[config.mk]
export PLATFORM = sky130hd
export DESIGN_NAME = cfg_port_host_flat
export DESIGN_NICKNAME = d
export VERILOG_FILES = /design/src/rtl/cfg_port_pkg.sv /design/src/rtl/cfg_port_if.sv /design/src/rtl/cfg_sync.sv /design/src/rtl/cfg_port_host.sv /design/src/flat_wrapper.sv
export SDC_FILE = /design/constraint.sdc
export NUM_CORES = 1
export LEC_CHECK = 0
export ABC_AREA = 0
export BUFFER_PORTS_ARGS = -buffer_cell sky130_fd_sc_hd__buf_2
export CAP_MARGIN = 20
export CORE_UTILIZATION = 30
export DETAILED_ROUTE_END_ITERATION = 12
export PLACE_DENSITY = 0.5
export SETUP_SLACK_MARGIN = 0.05
export SLEW_MARGIN = 15
export SYNTH_ARGS = -nofsm -noshare
export SYNTH_HDL_FRONTEND = slang
export SYNTH_SLANG_ARGS = --single-unit
[constraint.sdc]
create_clock -name mclk -period 4.4 [get_ports mclk]
set_clock_uncertainty 0.1 [all_clocks]
set_input_delay 1.32 -clock mclk [delete_from_list [all_inputs] [get_ports mclk]]
set_output_delay 1.32 -clock mclk [all_outputs]
set_load 0.005 [all_outputs]
[src/rtl/cfg_port_pkg.sv]
package cfg_port_pkg;
  localparam int          DATA_W      = 28;
  localparam int          ADDR_W      = 4;
  localparam int          FRAME_W     = 32;
  localparam int          NUM_REGS    = 12;
  localparam int          CNT_W       = 6;
  localparam int          IDX_W       = 5;
  localparam int          DIV_W       = 8;
  localparam int          NV_WAIT_W   = 32;
  localparam logic [3:0]  LAST_REG    = 4'hb;
  localparam logic [3:0]  READ_ADDR   = 4'he;
  localparam logic [3:0]  COPY_ADDR   = 4'hf;
  localparam logic [27:0] UNLOCK_DATA = 28'h0000000;
  localparam logic [27:0] LOCK_DATA   = 28'h0000001;
  localparam int          RSEL_LSB    = 4;
  localparam logic [27:0] NV_DEFAULT  = 28'h0000000;
  localparam logic [3:0]  RSP_ADDR    = 4'h0;
  localparam logic [5:0]  FRAME_BITS  = 6'h20;
  localparam logic [5:0]  CNT_FIRST   = 6'h01;
  localparam logic [5:0]  CNT_MAX     = 6'h3f;
  localparam logic [4:0]  IDX_FIRST   = 5'h01;
  // timing
  localparam int          MCLK_MHZ     = 100;
  localparam int          SCLK_HALF_NS = 40;
  localparam int          GAP_NS       = 160;
  localparam int          NV_WAIT_MS   = 50;
  localparam int          SCLK_HALF    = (SCLK_HALF_NS * MCLK_MHZ + 999) / 1000;
  localparam int          GAP_CYC      = (GAP_NS * MCLK_MHZ + 999) / 1000;
  localparam int          NV_WAIT_CYC  = NV_WAIT_MS * MCLK_MHZ * 1000;

  typedef enum logic [1:0] {
    CMD_WRITE  = 2'h0,
    CMD_READ   = 2'h1,
    CMD_UNLOCK = 2'h2,
    CMD_LOCK   = 2'h3
  } cmd_t;

  typedef enum logic [3:0] {
    ST_IDLE  = 4'h1,
    ST_SHIFT = 4'h2,
    ST_GAP   = 4'h4,
    ST_WAIT  = 4'h8
  } state_t;
endpackage : cfg_port_pkg

[src/rtl/cfg_port_if.sv]
`timescale 1ns/100ps
interface cfg_port_if;
  logic sclk;
  logic mosi;
  logic miso;
  logic frame_strobe;

  modport dev  (input sclk, input mosi, input frame_strobe, output miso);
  modport host (output sclk, output mosi, output frame_strobe, input miso);
endinterface : cfg_port_if

[src/rtl/cfg_sync.sv]
`timescale 1ns/100ps
module cfg_sync (
  input  wire logic clk,
  input  wire logic rst_b,
  input  wire logic d,
  input  wire logic rst_val,
  output logic      q
);
  logic meta_q;

  always_ff @(posedge clk) begin
    if (!rst_b) begin
      meta_q <= rst_val;
      q      <= rst_val;
    end else begin
      meta_q <= d;
      q      <= meta_q;
    end
  end
endmodule : cfg_sync

[src/rtl/cfg_port_host.sv]
`timescale 1ns/100ps
module cfg_port_host #(
  parameter int NV_WAIT = cfg_port_pkg::NV_WAIT_CYC
) (
  input  wire logic                        mclk,
  input  wire logic                        rst_b,
  input  wire logic                        req_valid,
  input  wire cfg_port_pkg::cmd_t          req_cmd,
  input  wire logic [3:0]                  req_addr,
  input  wire logic [27:0]                 req_data,
  output logic                             req_ready,
  output logic                             rsp_valid,
  output logic [27:0]                      rsp_data,
  cfg_port_if.host                         link
);
  cfg_port_pkg::state_t              st_q;
  logic [cfg_port_pkg::FRAME_W-1:0]  frame_q;
  logic [cfg_port_pkg::FRAME_W-1:0]  tx_q;
  logic [cfg_port_pkg::FRAME_W-1:0]  rx_q;
  logic [cfg_port_pkg::CNT_W-1:0]    bits_q;
  logic [cfg_port_pkg::DIV_W-1:0]    div_q;
  logic [cfg_port_pkg::NV_WAIT_W-1:0] wait_q;
  logic                              sclk_q;
  logic                              mosi_q;
  logic                              le_q;
  logic                              rd_q;
  logic                              second_q;
  logic                              cp_q;
  logic                              rsp_q;
  logic                              miso_s;

  cfg_sync u_miso_sync (
    .clk     (mclk),
    .rst_b   (rst_b),
    .d       (link.miso),
    .rst_val (1'b1),
    .q       (miso_s)
  );

  wire [27:0] rd_sel   = {20'h00000, req_addr, 4'h0};
  wire [31:0] wr_frame = {req_addr, req_data};
  wire [31:0] rd_frame = {cfg_port_pkg::READ_ADDR, rd_sel};
  wire [31:0] ul_frame = {cfg_port_pkg::COPY_ADDR, cfg_port_pkg::UNLOCK_DATA};
  wire [31:0] lk_frame = {cfg_port_pkg::COPY_ADDR, cfg_port_pkg::LOCK_DATA};
  wire [31:0] new_frame = (req_cmd == cfg_port_pkg::CMD_WRITE)  ? wr_frame
                        : (req_cmd == cfg_port_pkg::CMD_READ)   ? rd_frame
                        : (req_cmd == cfg_port_pkg::CMD_UNLOCK) ? ul_frame : lk_frame;
  wire        half_end = div_q == cfg_port_pkg::DIV_W'(cfg_port_pkg::SCLK_HALF - 1);
  wire        gap_end  = div_q == cfg_port_pkg::DIV_W'(cfg_port_pkg::GAP_CYC - 1);
  wire        all_bits = bits_q == cfg_port_pkg::FRAME_BITS;
  wire        take     = (st_q == cfg_port_pkg::ST_IDLE) & req_valid;

  always_ff @(posedge mclk) begin
    if (!rst_b) begin
      st_q     <= cfg_port_pkg::ST_IDLE;
      frame_q  <= '0;
      tx_q     <= '0;
      rx_q     <= '0;
      bits_q   <= '0;
      div_q    <= '0;
      wait_q   <= '0;
      sclk_q   <= 1'b0;
      mosi_q   <= 1'b0;
      le_q     <= 1'b1;
      rd_q     <= 1'b0;
      second_q <= 1'b0;
      cp_q     <= 1'b0;
      rsp_q    <= 1'b0;
    end else begin
      rsp_q <= 1'b0;
      unique case (st_q)
        cfg_port_pkg::ST_IDLE: begin
          if (take) begin
            frame_q  <= new_frame;
            tx_q     <= new_frame;
            mosi_q   <= new_frame[0];
            le_q     <= 1'b0;
            bits_q   <= '0;
            div_q    <= '0;
            rd_q     <= req_cmd == cfg_port_pkg::CMD_READ;
            cp_q     <= req_cmd[1];
            second_q <= 1'b0;
            st_q     <= cfg_port_pkg::ST_SHIFT;
          end
        end
        cfg_port_pkg::ST_SHIFT: begin
          div_q <= half_end ? '0 : div_q + 1'b1;
          if (half_end && !sclk_q) begin
            if (all_bits) begin
              le_q <= 1'b1;
              st_q <= cfg_port_pkg::ST_GAP;
            end else begin
              sclk_q <= 1'b1;
              rx_q   <= {miso_s, rx_q[cfg_port_pkg::FRAME_W-1:1]};
              bits_q <= bits_q + 1'b1;
            end
          end else if (half_end) begin
            sclk_q <= 1'b0;
            tx_q   <= {1'b0, tx_q[cfg_port_pkg::FRAME_W-1:1]};
            mosi_q <= tx_q[1];
          end
        end
        cfg_port_pkg::ST_GAP: begin
          div_q <= gap_end ? '0 : div_q + 1'b1;
          if (gap_end) begin
            if (rd_q && !second_q) begin
              second_q <= 1'b1;
              tx_q     <= frame_q;
              mosi_q   <= frame_q[0];
              le_q     <= 1'b0;
              bits_q   <= '0;
              st_q     <= cfg_port_pkg::ST_SHIFT;
            end else if (cp_q) begin
              wait_q <= '0;
              st_q   <= cfg_port_pkg::ST_WAIT;
            end else begin
              rsp_q <= second_q;
              st_q  <= cfg_port_pkg::ST_IDLE;
            end
          end
        end
        cfg_port_pkg::ST_WAIT: begin
          wait_q <= wait_q + 1'b1;
          if (wait_q == cfg_port_pkg::NV_WAIT_W'(NV_WAIT - 1)) begin
            st_q <= cfg_port_pkg::ST_IDLE;
          end
        end
        default: begin
          st_q <= cfg_port_pkg::ST_IDLE;
        end
      endcase
    end
  end

  assign req_ready         = st_q == cfg_port_pkg::ST_IDLE;
  assign rsp_valid         = rsp_q;
  assign rsp_data          = {rx_q[cfg_port_pkg::DATA_W-1:1], 1'b0};
  assign link.sclk         = sclk_q;
  assign link.mosi         = mosi_q;
  assign link.frame_strobe = le_q;
endmodule : cfg_port_host

[src/flat_wrapper.sv]
// flat-port wrapper written by rule: the top's interface ports become plain ports
module cfg_port_host_flat 
#(
  parameter int NV_WAIT = cfg_port_pkg::NV_WAIT_CYC
)
  (mclk, rst_b, req_valid, req_cmd, req_addr, req_data, req_ready, rsp_valid, rsp_data, link_sclk, link_mosi, link_frame_strobe, link_miso);
  cfg_port_if link_i ();
  input  wire logic mclk;
  input  wire logic rst_b;
  input  wire logic req_valid;
  input  wire cfg_port_pkg::cmd_t req_cmd;
  input  wire logic [3:0] req_addr;
  input  wire logic [27:0] req_data;
  output logic req_ready;
  output logic rsp_valid;
  output logic [27:0] rsp_data;
  output wire logic [$bits(link_i.sclk)-1:0] link_sclk;
  output wire logic [$bits(link_i.mosi)-1:0] link_mosi;
  output wire logic [$bits(link_i.frame_strobe)-1:0] link_frame_strobe;
  input wire logic [$bits(link_i.miso)-1:0] link_miso;
  assign link_sclk = link_i.sclk;
  assign link_mosi = link_i.mosi;
  assign link_frame_strobe = link_i.frame_strobe;
  assign link_i.miso = link_miso;
  cfg_port_host #(.NV_WAIT(NV_WAIT)) u_core (.mclk(mclk), .rst_b(rst_b), .req_valid(req_valid), .req_cmd(req_cmd), .req_addr(req_addr), .req_data(req_data), .req_ready(req_ready), .rsp_valid(rsp_valid), .rsp_data(rsp_data), .link(link_i));
endmodule
* Word level (Yosys, flattened, before mapping)
Cells that the tools add are included.
** Word-level totals
- Bits in registers :: 155
- Bits in latches :: 0
- Memory bits (writable) :: 0
- Memory bits (read-only) :: 0
- Output and inout bits :: 33
- Word-level logic and storage cells :: 115
- Memories :: 0
** Cells by class
- Add/sub/neg operators :: 3
- Multiply operators :: 0
- Div/mod/pow operators :: 0
- Order comparisons :: 0
- Eq/ne operators :: 22
- Shift operators :: 0
- Multiplexer cells :: 49
- Bitwise gates (word level) :: 5
- Reductions and logical operators :: 20
** Operators with widths (count)
- $mux 32 :: 10
- $pmux 32 s3 :: 1
- $pmux 32 s2 :: 1
- $add 32x1->32 const B :: 1
- $eq 32x23->1 const B :: 1
- $mux 6 :: 5
- $mux 4 :: 7
- $mux 8 :: 3
- $pmux 8 s3 :: 1
- $pmux 6 s3 :: 1
- $reduce_and 6->1 :: 3
- $mux 1 :: 16
- $ne 2x1->1 const B :: 8
- $pmux 4 s4 :: 1
- $add 8x1->8 const B :: 1
- $eq 8x2->1 const B :: 1
- $eq 8x4->1 const B :: 1
- $ne 2x2->1 const B :: 4
- $reduce_and 4->1 :: 2
- $add 6x1->6 const B :: 1
- $eq 6x6->1 const B :: 1
- $pmux 1 s3 :: 2
- $reduce_and 3->1 :: 2
- $reduce_bool 2->1 :: 3
- 16 further kinds :: 22

* Longest topological paths before layout
Gate-level depths: netlist of run 1.
- Depth in word-level cells :: 6
- Gate-level depth with buffers :: 9

* Hierarchy
Synthesis of run 1 repeated with hierarchy kept, for this count alone.
** Unflattened totals
- Cells, all modules :: 862
- Area total of the unflattened synthesis :: 7109.3 sq um
** By module, submodules not included
- cfg_port_host :: times used 1, cells an instance 858, area each 7046.8 sq um, sequential area each 3022.9 sq um
- cfg_sync :: times used 1, cells an instance 4, area each 62.6 sq um, sequential area each 40.0 sq um

* Worst setup path before layout of run 1
Ideal clock, no wire load.
- Path type :: input to register
- Start point :: in req_valid
- End point :: reg u_core.bits_q[4] (netlist name)
- Library setup time :: 0.070 ns
- Data arrival time :: 2.623 ns
- Required time :: 4.230 ns
- Setup slack :: 1.607 ns
- Stages :: 5
- Path buffers :: 1
- Cells stage by stage :: a2bb2oi_1 or3_4 buf_6 or4_1 a21oi_1
** On the way
- Cells in the longest elaborated chain, start to end :: 3
** RTL lines
- from (decl) :: RTL line flat_wrapper.sv:10 : input wire logic req_valid;
- $and 1x1->1 :: RTL line cfg_port_host.sv:51 : wire take = (st_q == cfg_port_pkg::ST_IDLE) & req_valid;
- $ne 2x1->1 (no line)
- $reduce_and 6->1 (no line)
- to (signal assigned) :: RTL line cfg_port_host.sv:95 : bits_q <= bits_q + 1'b1;
- to (decl) :: RTL line cfg_port_host.sv:20 : logic [cfg_port_pkg::CNT_W-1:0] bits_q;
No other way between the ends.
A chain may end at the register's enable or synchronous reset.

* Worst setup path after layout of run 1
- Start point :: reg u_core.st_q[3]
- End point :: out req_ready
** On the way
- Cells in the longest elaborated chain, start to end :: 1
** RTL lines
- from (decl) :: RTL line cfg_port_host.sv:16 : cfg_port_pkg::state_t st_q;
- from (signal assigned) :: RTL line cfg_port_host.sv:55 : st_q <= cfg_port_pkg::ST_IDLE;
- from (signal assigned) :: RTL line cfg_port_host.sv:83 : st_q <= cfg_port_pkg::ST_SHIFT;
- from (signal assigned) :: RTL line cfg_port_host.sv:91 : st_q <= cfg_port_pkg::ST_GAP;
- $eq 4x1->1 :: RTL line cfg_port_host.sv:135 : assign req_ready = st_q == cfg_port_pkg::ST_IDLE;
- to (decl) :: RTL line flat_wrapper.sv:14 : output logic req_ready;
No other way between the ends.

==> results.md, run 1 <==
- Status: finished, final reports clean
- Final Hold Vio Count: 0
- PwrDens: approximately 460 nW/um2
- Ratio of cells with drive above 1 in the final layout: 0.155
- R2R depth: 6
- Design Area, Final: 8120 um2
- Die Y: around 160 um
- Min-Delay Endpoint: u_core.rx_q[31]$_SDFFE_PN0P_
- MaxCap Viol Count: 0
- Die area: 24300 um2
- Number of detailed-route iterations in the first pass: 5
- Initial Util: 0.310
- Post-Place Setup Slack: 1.24 ns
- Yosys warnings: 0
- Initial antenna violation count: 0
- Initial DRC Count: 442
- Die width: 156 um
- Placer Congestion: between 0.7 and 0.8
- PnR worst setup slack: a little under 1 ns
- Via/cell ratio: around 5.1
- CP cell instances: or4b_2 > inv_1 > buf_2
- Synth Net Count: around 910
- Xor-xnor portion of the synthesized cell area: 0.0284
- Hold_sp: u_core.u_miso_sync.q$_SDFF_PN1_
- Root buffer cell: clkbuf_16
- WHS Path Cells: 2
- HPWL after DPL: between 10000 and 15000 um
- Reg area: 3060 um2
- Grt ovf: 0
- Leak pwr: 2.72 nW
- TritonCTS buffer count: 17
- Syn_area_per_cell: between 8 and 9 um2
- Total Wirelength: 17600 um
- Critical path arrival: around 2.0 ns
- N_diodes: 0
- Clock net sink count: ~150
- Clock edge transition at the registers on the reported setup and hold paths: approximately 0.07 ns
- Worst skew pair latency: approximately 0.43 ns
- FF-to-FF setup slack: ~1.5 ns
- Synth area leaders: dfxtp_1, nand2_1, a21oi_1, nand3_1, nor2_1
- Worst VDD drop: approximately 0.23 mV
- First-pass GRT wire length: between 20000 and 30000 um
- Synth Area in Adders: 0.0106
- Footprint of the multi-input gates: around 3500 um2
- Crit Path Class: reg2out
- Synthesized area: 7100 um2
- # fillers: about 2400
- Port buffer count: 69
- Synth Register Bits: between 150 and 200
- Max clock buf depth: 2
- Setup tns final: 0 ns
- Async SR Flop Fraction: 0
- Count leader, synth: dfxtp_1
- Post-Syn Instances: 867
- Fin crit period: ~3.4 ns
- Max-slew headroom: 0.447
- FF-to-FF Start: u_core.st_q[3]$_SDFFE_PN0P_
- Largest net degree at the start of global routing: a little under 70
- Layout Area Growth over Synthesis: 14.3%
- Synth area leader: dfxtp_1
- Vias: just over 6000
- # setup viols final: 0
- GRT Util Overall: 0.152
- Vias in the first global route: ~5800
- Ys flop type: dfxtp_1
- Fin crit share: 0.777
- Terminus of the critical flop-to-flop path: u_core.wait_q[30]$_SDFFE_PN0P_
- Hold_buf cts: 0
- Post-synth EDFFs: 0
- Rows: 55
- Post-synthesis mux area share: 0.00141
- Post-CTS Setup Bufs: 0
- Yosys top cell area share: 0.431
- CTS tree: built
- CP max-delay cell: or4b_2
- Synth unique cells: 60
- Post-layout net count: a little over 900
- Routed wire per std cell: 14.6 um
- CP Capture Type: output port
- Startpoint Class: flop
- Hold Path Class: reg2reg
- Sequential fraction of the synthesis area: 0.431
- Unrepaired setup endpoints after global routing: false
- Post-synth top cells: dfxtp_1, nand2_1, a21oi_1, nor2_1, nand3_1
- Simple-gate share of the synthesized area: 0.257
- Core area: ~23000 um2
- H-Tree Level Count: 4
- Post-CTS sizing: 0
- Top Ports: just over 70
- DRT antenna net count: 0
- Max incr delay on CP: slightly below 0.8 ns
- Post-route DRC: 0
- Worst-margin pin slew: 0.823 ns
- Largest family of logic cells by synthesized area: simple AND/OR/NAND/NOR gates
- Area post-placement: between 7000 and 8000 um2
- Crit Path Max Fanout: 14
- Worst EP required: 2.98 ns
- Fmax: ~290 MHz
- Synth Area in Compound Gates: 0.196
- Final slew viol count: 0
worst max-delay path by stage:
stage                               endpoint  slack, ns                         from
3_3_place_gp     u_core.tx_q[6]$_SDFFE_PN0P_       1.31                    req_valid
5_1_grt                            req_ready       0.86  u_core.st_q[3]$_SDFFE_PN0P_
6_report                           req_ready       0.98  u_core.st_q[3]$_SDFFE_PN0P_
4_1_cts                            req_ready       0.95  u_core.st_q[3]$_SDFFE_PN0P_
2_1_floorplan  u_core.bits_q[4]$_SDFFE_PN0P_       1.61                    req_valid
3_5_place_dp     u_core.tx_q[0]$_SDFFE_PN0P_       1.24                   req_cmd[1]
cells in the final DEF (no fill, tap or decap), types with 8 or more instances in the layout:
cell / netlist / routed
nor2_1: 83 / 83
nand3_1: 72 / 72
buf_2: 12 / 69
a22oi_1: 28 / 28
nor4_1: 18 / 17
or4_1: 14 / 14
dfxtp_1: 153 / 153
nand2_1: 115 / 115
buf_4: 28 / 14
clkbuf_16: 0 / 17
a21oi_1: 83 / 83
o21ai_0: 10 / 10
and2_1: 8 / 8
inv_1: 11 / 11
a211oi_1: 19 / 19
and3_1: 8 / 8
o31ai_1: 12 / 11
nand4_1: 11 / 11
xnor2_1: 19 / 19
a311oi_1: 25 / 25
critical path: cells and delay by family (launching register included):
kind / cells / cell delay (ns)
buffers and inverters: 2 / 0.31
DFF: 1 / 0.48
and+or+nand+nor: 1 / 0.78
layout make-up:
type / count / area share
timing repair buffer: 86 / 0.0612
inverter: 12 / 0.00570
clock buffer: 18 / 0.0541
multi-input combinational: 608 / 0.437
sequential: 153 / 0.377
tap: 313 / 0.0482
clock inverter: 14 / 0.0171
state kept, by name, summed over array words and instances (netlist names):
register                   count
u_core.link.sclk               1
u_core.rx_q                   31
u_core.second_q                1
u_core.rd_q                    1
u_core.link.frame_strobe       1
u_core.div_q                   8
u_core.st_q                    4
u_core.bits_q                  6
u_core.rsp_valid               1
u_core.cp_q                    1
u_core.tx_q                   32
u_core.wait_q                 32
u_core.u_miso_sync.q           1
u_core.u_miso_sync.meta_q      1
u_core.frame_q                32
logic make-up after synthesis:
| group | after synthesis |
|---|---|
| simple gates | 370 |
| flops | 153 |
| xor+xnor | 23 |
| other cells | 1 |
| mux | 1 |
| fa+ha+maj | 6 |
| buf+inv | 106 |
| compound gates | 207 |
metal layers:
metal	vias up	global-route usage	wire length [um]
met2	100	0.228	7620
met1	2895	0.217	9210
li1	3128	-	-
met4	0	0.0490	200
met5	-	0	0
met3	11	0.0303	584
metrics by stage:
| step | total power (W) | cells | utilization | hold WS [ns] |
|---|---|---|---|---|
| after floorplan | 0.00215 | 867 | - | 0.286 |
| after global placement | 0.00234 | 1170 | 0.328 | 0.336 |
| after detailed placement | 0.00234 | 1170 | 0.328 | 0.336 |
| after CTS | 0.00381 | 1202 | 0.353 | 0.340 |
| after global routing | 0.00398 | 1204 | 0.354 | 0.370 |
| final | 0.00376 | 1204 | 0.354 | 0.337 |
power breakdown:
part | leakage, nW | total, W | switching [W] | internal [W]
Combinational | 1.19 | 0.000689 | 0.000440 | 0.000249
Sequential | 1.24 | 0.00163 | 0.0000979 | 0.00153
Clock | 0.281 | 0.00144 | 0.000633 | 0.000807
No activity file was read; power rests on OpenSTA's default activity.
==> inputs of run 2 (changes only) <==
--- a/config.mk
+++ b/config.mk
@@ -5,7 +5,7 @@
 export SDC_FILE = /design/constraint.sdc
 export NUM_CORES = 1
 export LEC_CHECK = 0
-export ABC_AREA = 0
+export ABC_AREA = 1
 export BUFFER_PORTS_ARGS = -buffer_cell sky130_fd_sc_hd__buf_2
 export CAP_MARGIN = 20
 export CORE_UTILIZATION = 30
==> constraint.sdc (replaced) <==
create_clock -name mclk -period 3.5 [get_ports mclk]
set_clock_uncertainty 0.1 [all_clocks]
set_input_delay 1.05 -clock mclk [delete_from_list [all_inputs] [get_ports mclk]]
set_output_delay 1.05 -clock mclk [all_outputs]
set_load 0.005 [all_outputs]
==> run 2 against run 1 <==
The flow now finishes with violations (DRC). Global-route usage is 0.45 points higher. First-iteration DRC count rose by 9.7%. Register-to-register slack worse by 0.51 ns. Core utilization decreased by 1.1 points. Cell count increased by 33%. Critical path depth rose by 7. Flip-flop and latch count unchanged. Critical endpoint is now u_core.rx_q[7]$_SDFFE_PN0P_. Largest power group unchanged.
==> results.md, run 2 <==
- Syn_area_per_cell: 6.43 um2 (-22%)
- Synthesized area: 8010 um2 (+13%)
- Max-slew headroom: 0.355 (-0.0916)
- Die width: 165 um (+6.1%)
- Hold_sp: u_core.u_miso_sync.meta_q$_SDFF_PN1_
- Status: complete, but fails checks
- Sequential fraction of the synthesis area: 0.383 (-0.0487)
- FF-to-FF Start: u_core.div_q[0]$_SDFFE_PN0P_
- Worst skew pair latency: 0.43 ns (about the same)
- Post-layout net count: 1302 (+41%)
- Total Wirelength: 20400 um (+16%)
- Worst EP required: 3.77 ns (+0.79 ns)
- Initial antenna violation count: 0 (unchanged)
- First-pass GRT wire length: 34200 um (+15%)
- # setup viols final: 0 (unchanged)
- Vias: 7498 (+22%)
- Fin cells: 1606 (+33%)
- Unrepaired setup endpoints after global routing: false
- CTS tree: built
- Largest net degree at the start of global routing: 77 (+12%)
- Synth area leaders: dfxtp_1, nand2_1, nor2_1, a21oi_1, nand3_1
- Terminus of the critical flop-to-flop path: u_core.rx_q[7]$_SDFFE_PN0P_
- Design Area, Final: 8970 um2 (+10%)
- Async SR Flop Fraction: 0 (unchanged)
- R2R depth: 10 (+4)
- Grt ovf: 0 (unchanged)
- Worst-margin pin slew: 0.966 ns (+0.143 ns)
- Core area: 26100 um2 (+14%)
- Ys flop type: dfxtp_1
- Post-route DRC: 2 (+2)
- Min-Delay Endpoint: u_core.u_miso_sync.q$_SDFF_PN1_
- Worst VDD drop: 0.473 mV (+110%)
- Synth Register Bits: 153 (unchanged)
- Fmax: about 400 MHz
- Area post-placement: 8370 um2 (+11%)
- Via/cell ratio: 4.67 (-8.4%)
- Crit Path Class: reg2reg
- Post-Syn Instances: 1245 (+44%)
- Rows: 59 (+7.3%)
- Initial DRC Count: 485 (+9.7%)
- Fin crit share: 0.708
- Post-CTS Setup Bufs: 0 (unchanged)
- Final Hold Vio Count: 0 (unchanged)
- DRT antenna net count: 0 (unchanged)
- Dpl cells: 1574 (+35%)
- Post-Place Setup Slack: 0.936 ns (-0.305 ns)
- Placer Congestion: 0.806 (+5.6%)
- Post-CTS sizing: 0 (unchanged)
- Top Ports: 71 (unchanged)
- Synth Net Count: 1289 (+41%)
- Number of detailed-route iterations in the first pass: 9 (+4)
- Vias in the first global route: 6761 (+17%)
- Fin crit period: approximately 2.5 ns
- Footprint of the multi-input gates: 4110 um2 (+16%)
- Die Y: 165 um (+6.1%)
- Port buffer count: 69 (unchanged)
- Critical path arrival: 2.74 ns (+0.74 ns)
- Leading registers by flop count: u_core.frame_q x32, u_core.tx_q x32, u_core.wait_q x32
- Yosys warnings: 0 (unchanged)
- HPWL after DPL: 13600 um (+19%)
- PwrDens: 647 nW/um2 (+40%)
- WHS Path Cells: 1 (-1)
- # fillers: 2906 (+20%)
- Ratio of cells with drive above 1 in the final layout: 0.124 (-0.0314)
- Reg area: 3060 um2 (unchanged)
- Layout Area Growth over Synthesis: 12.0%
- Initial Util: 0.306 (-0.00359)
- Yosys top cell area share: 0.383 (-0.0487)
- Clock net sink count: 153 (unchanged)
- MaxCap Viol Count: 0 (unchanged)
- Max clock buf depth: 2 (unchanged)
- FF-to-FF setup slack: 1.02 ns (-0.51 ns)
- GRT Util Overall: 0.157 (+0.00451)
- Most common cell after layout, fill and taps aside: nand2_1
- CP Capture Type: flop
- Count leader, synth: nand2_1
- Die area: 27300 um2 (+13%)
- Leak pwr: 3.69 nW (+36%)
- TritonCTS buffer count: 17 (unchanged)
- Hold Path Class: reg2reg
- Post-synth EDFFs: 0 (unchanged)
- Root buffer cell: clkbuf_16
- Setup tns final: 0 ns (unchanged)
- Startpoint Class: flop
- Most frequent cells in the layout: nand2_1, nor2_1, dfxtp_1
- N_diodes: 0 (unchanged)
- Synth unique cells: 40 (-33%)
- Routed wire per std cell: 12.7 um (-13%)
- Clock edge transition at the registers on the reported setup and hold paths: 0.07 ns (about the same)
- PnR worst setup slack: 1.02 ns (+0.0380 ns)
- Crit Path Max Fanout: 33 (+19)
- Synth area leader: dfxtp_1
- Hold_buf cts: 0 (unchanged)
- Failing checks: DRC
- Post-synth top cells: nand2_1, nor2_1, dfxtp_1
- Final slew viol count: 0 (unchanged)
- H-Tree Level Count: 4 (unchanged)
-- run 2: cell families after synthesis --
logic type,after synthesis,synth area share
AND/OR/NAND/NOR,708,0.363
AO/OA/AOI/OAI,202,0.133
buffers and inverters,169,0.104
flip-flops,153,0.383
XOR/XNOR,6,0.00656
adder cells (fa/ha/maj),6,0.00938
other,1,0.000468
-- run 2: through the flow --
step / hold slack (ns) / utilization / total power (W)
finish: 0.315 / 0.343 / 0.00581
global route: 0.332 / 0.343 / 0.00623
CTS: 0.316 / 0.343 / 0.00587
detailed placement: 0.298 / 0.320 / 0.00393
global placement: 0.295 / 0.320 / 0.00392
floorplan: 0.293 / - / 0.00364
-- run 2: power by group --
| part | switching, W | total, W | internal [W] |
|---|---|---|---|
| sequential | 0.000148 | 0.00218 | 0.00203 |
| combinational | 0.00113 | 0.00171 | 0.000576 |
| clock | 0.000836 | 0.00193 | 0.00109 |
-- run 2: layer usage --
layer | global-route usage | vias to the layer above | wire, um
met2 | 0.242 | 124 | 8840
met3 | 0.0325 | 15 | 877
met5 | 0 | - | 0
met1 | 0.220 | 3388 | 10500
met4 | 0.0405 | 0 | 165
li1 | - | 3971 | -
-- run 2: critical path, cell delays in order (launching register included) --
cell and delay [ns]:
dfxtp_1 0.41, ha_1 0.25, inv_1 0.07, nor2_1 0.10, nand3_1 0.14, inv_1 0.08, nand2_1 0.05, buf_4 0.23
inv_1 0.74, nor2_1 0.08, nor2_1 0.14
-- run 2: area by class of cell --
cell class                 instances  area share
timing repair buffer              83      0.0530
inverter                          80      0.0335
clock buffer                      18      0.0490
sequential                       153       0.341
multi-input combinational        923       0.459
tap                              335      0.0467
clock inverter                    14      0.0179
-- run 2: worst max-delay path by stage --
stage,end,slack [ns],from
2_1_floorplan,u_core.tx_q[9]$_SDFFE_PN0P_,1.17,req_cmd[1]
4_1_cts,u_core.rx_q[7]$_SDFFE_PN0P_,1.0,u_core.div_q[0]$_SDFFE_PN0P_
3_5_place_dp,u_core.tx_q[28]$_SDFFE_PN0P_,0.94,req_cmd[1]
3_3_place_gp,u_core.tx_q[28]$_SDFFE_PN0P_,0.94,req_cmd[1]
5_1_grt,u_core.rx_q[13]$_SDFFE_PN0P_,0.76,u_core.div_q[0]$_SDFFE_PN0P_
6_report,u_core.rx_q[7]$_SDFFE_PN0P_,1.02,u_core.div_q[0]$_SDFFE_PN0P_
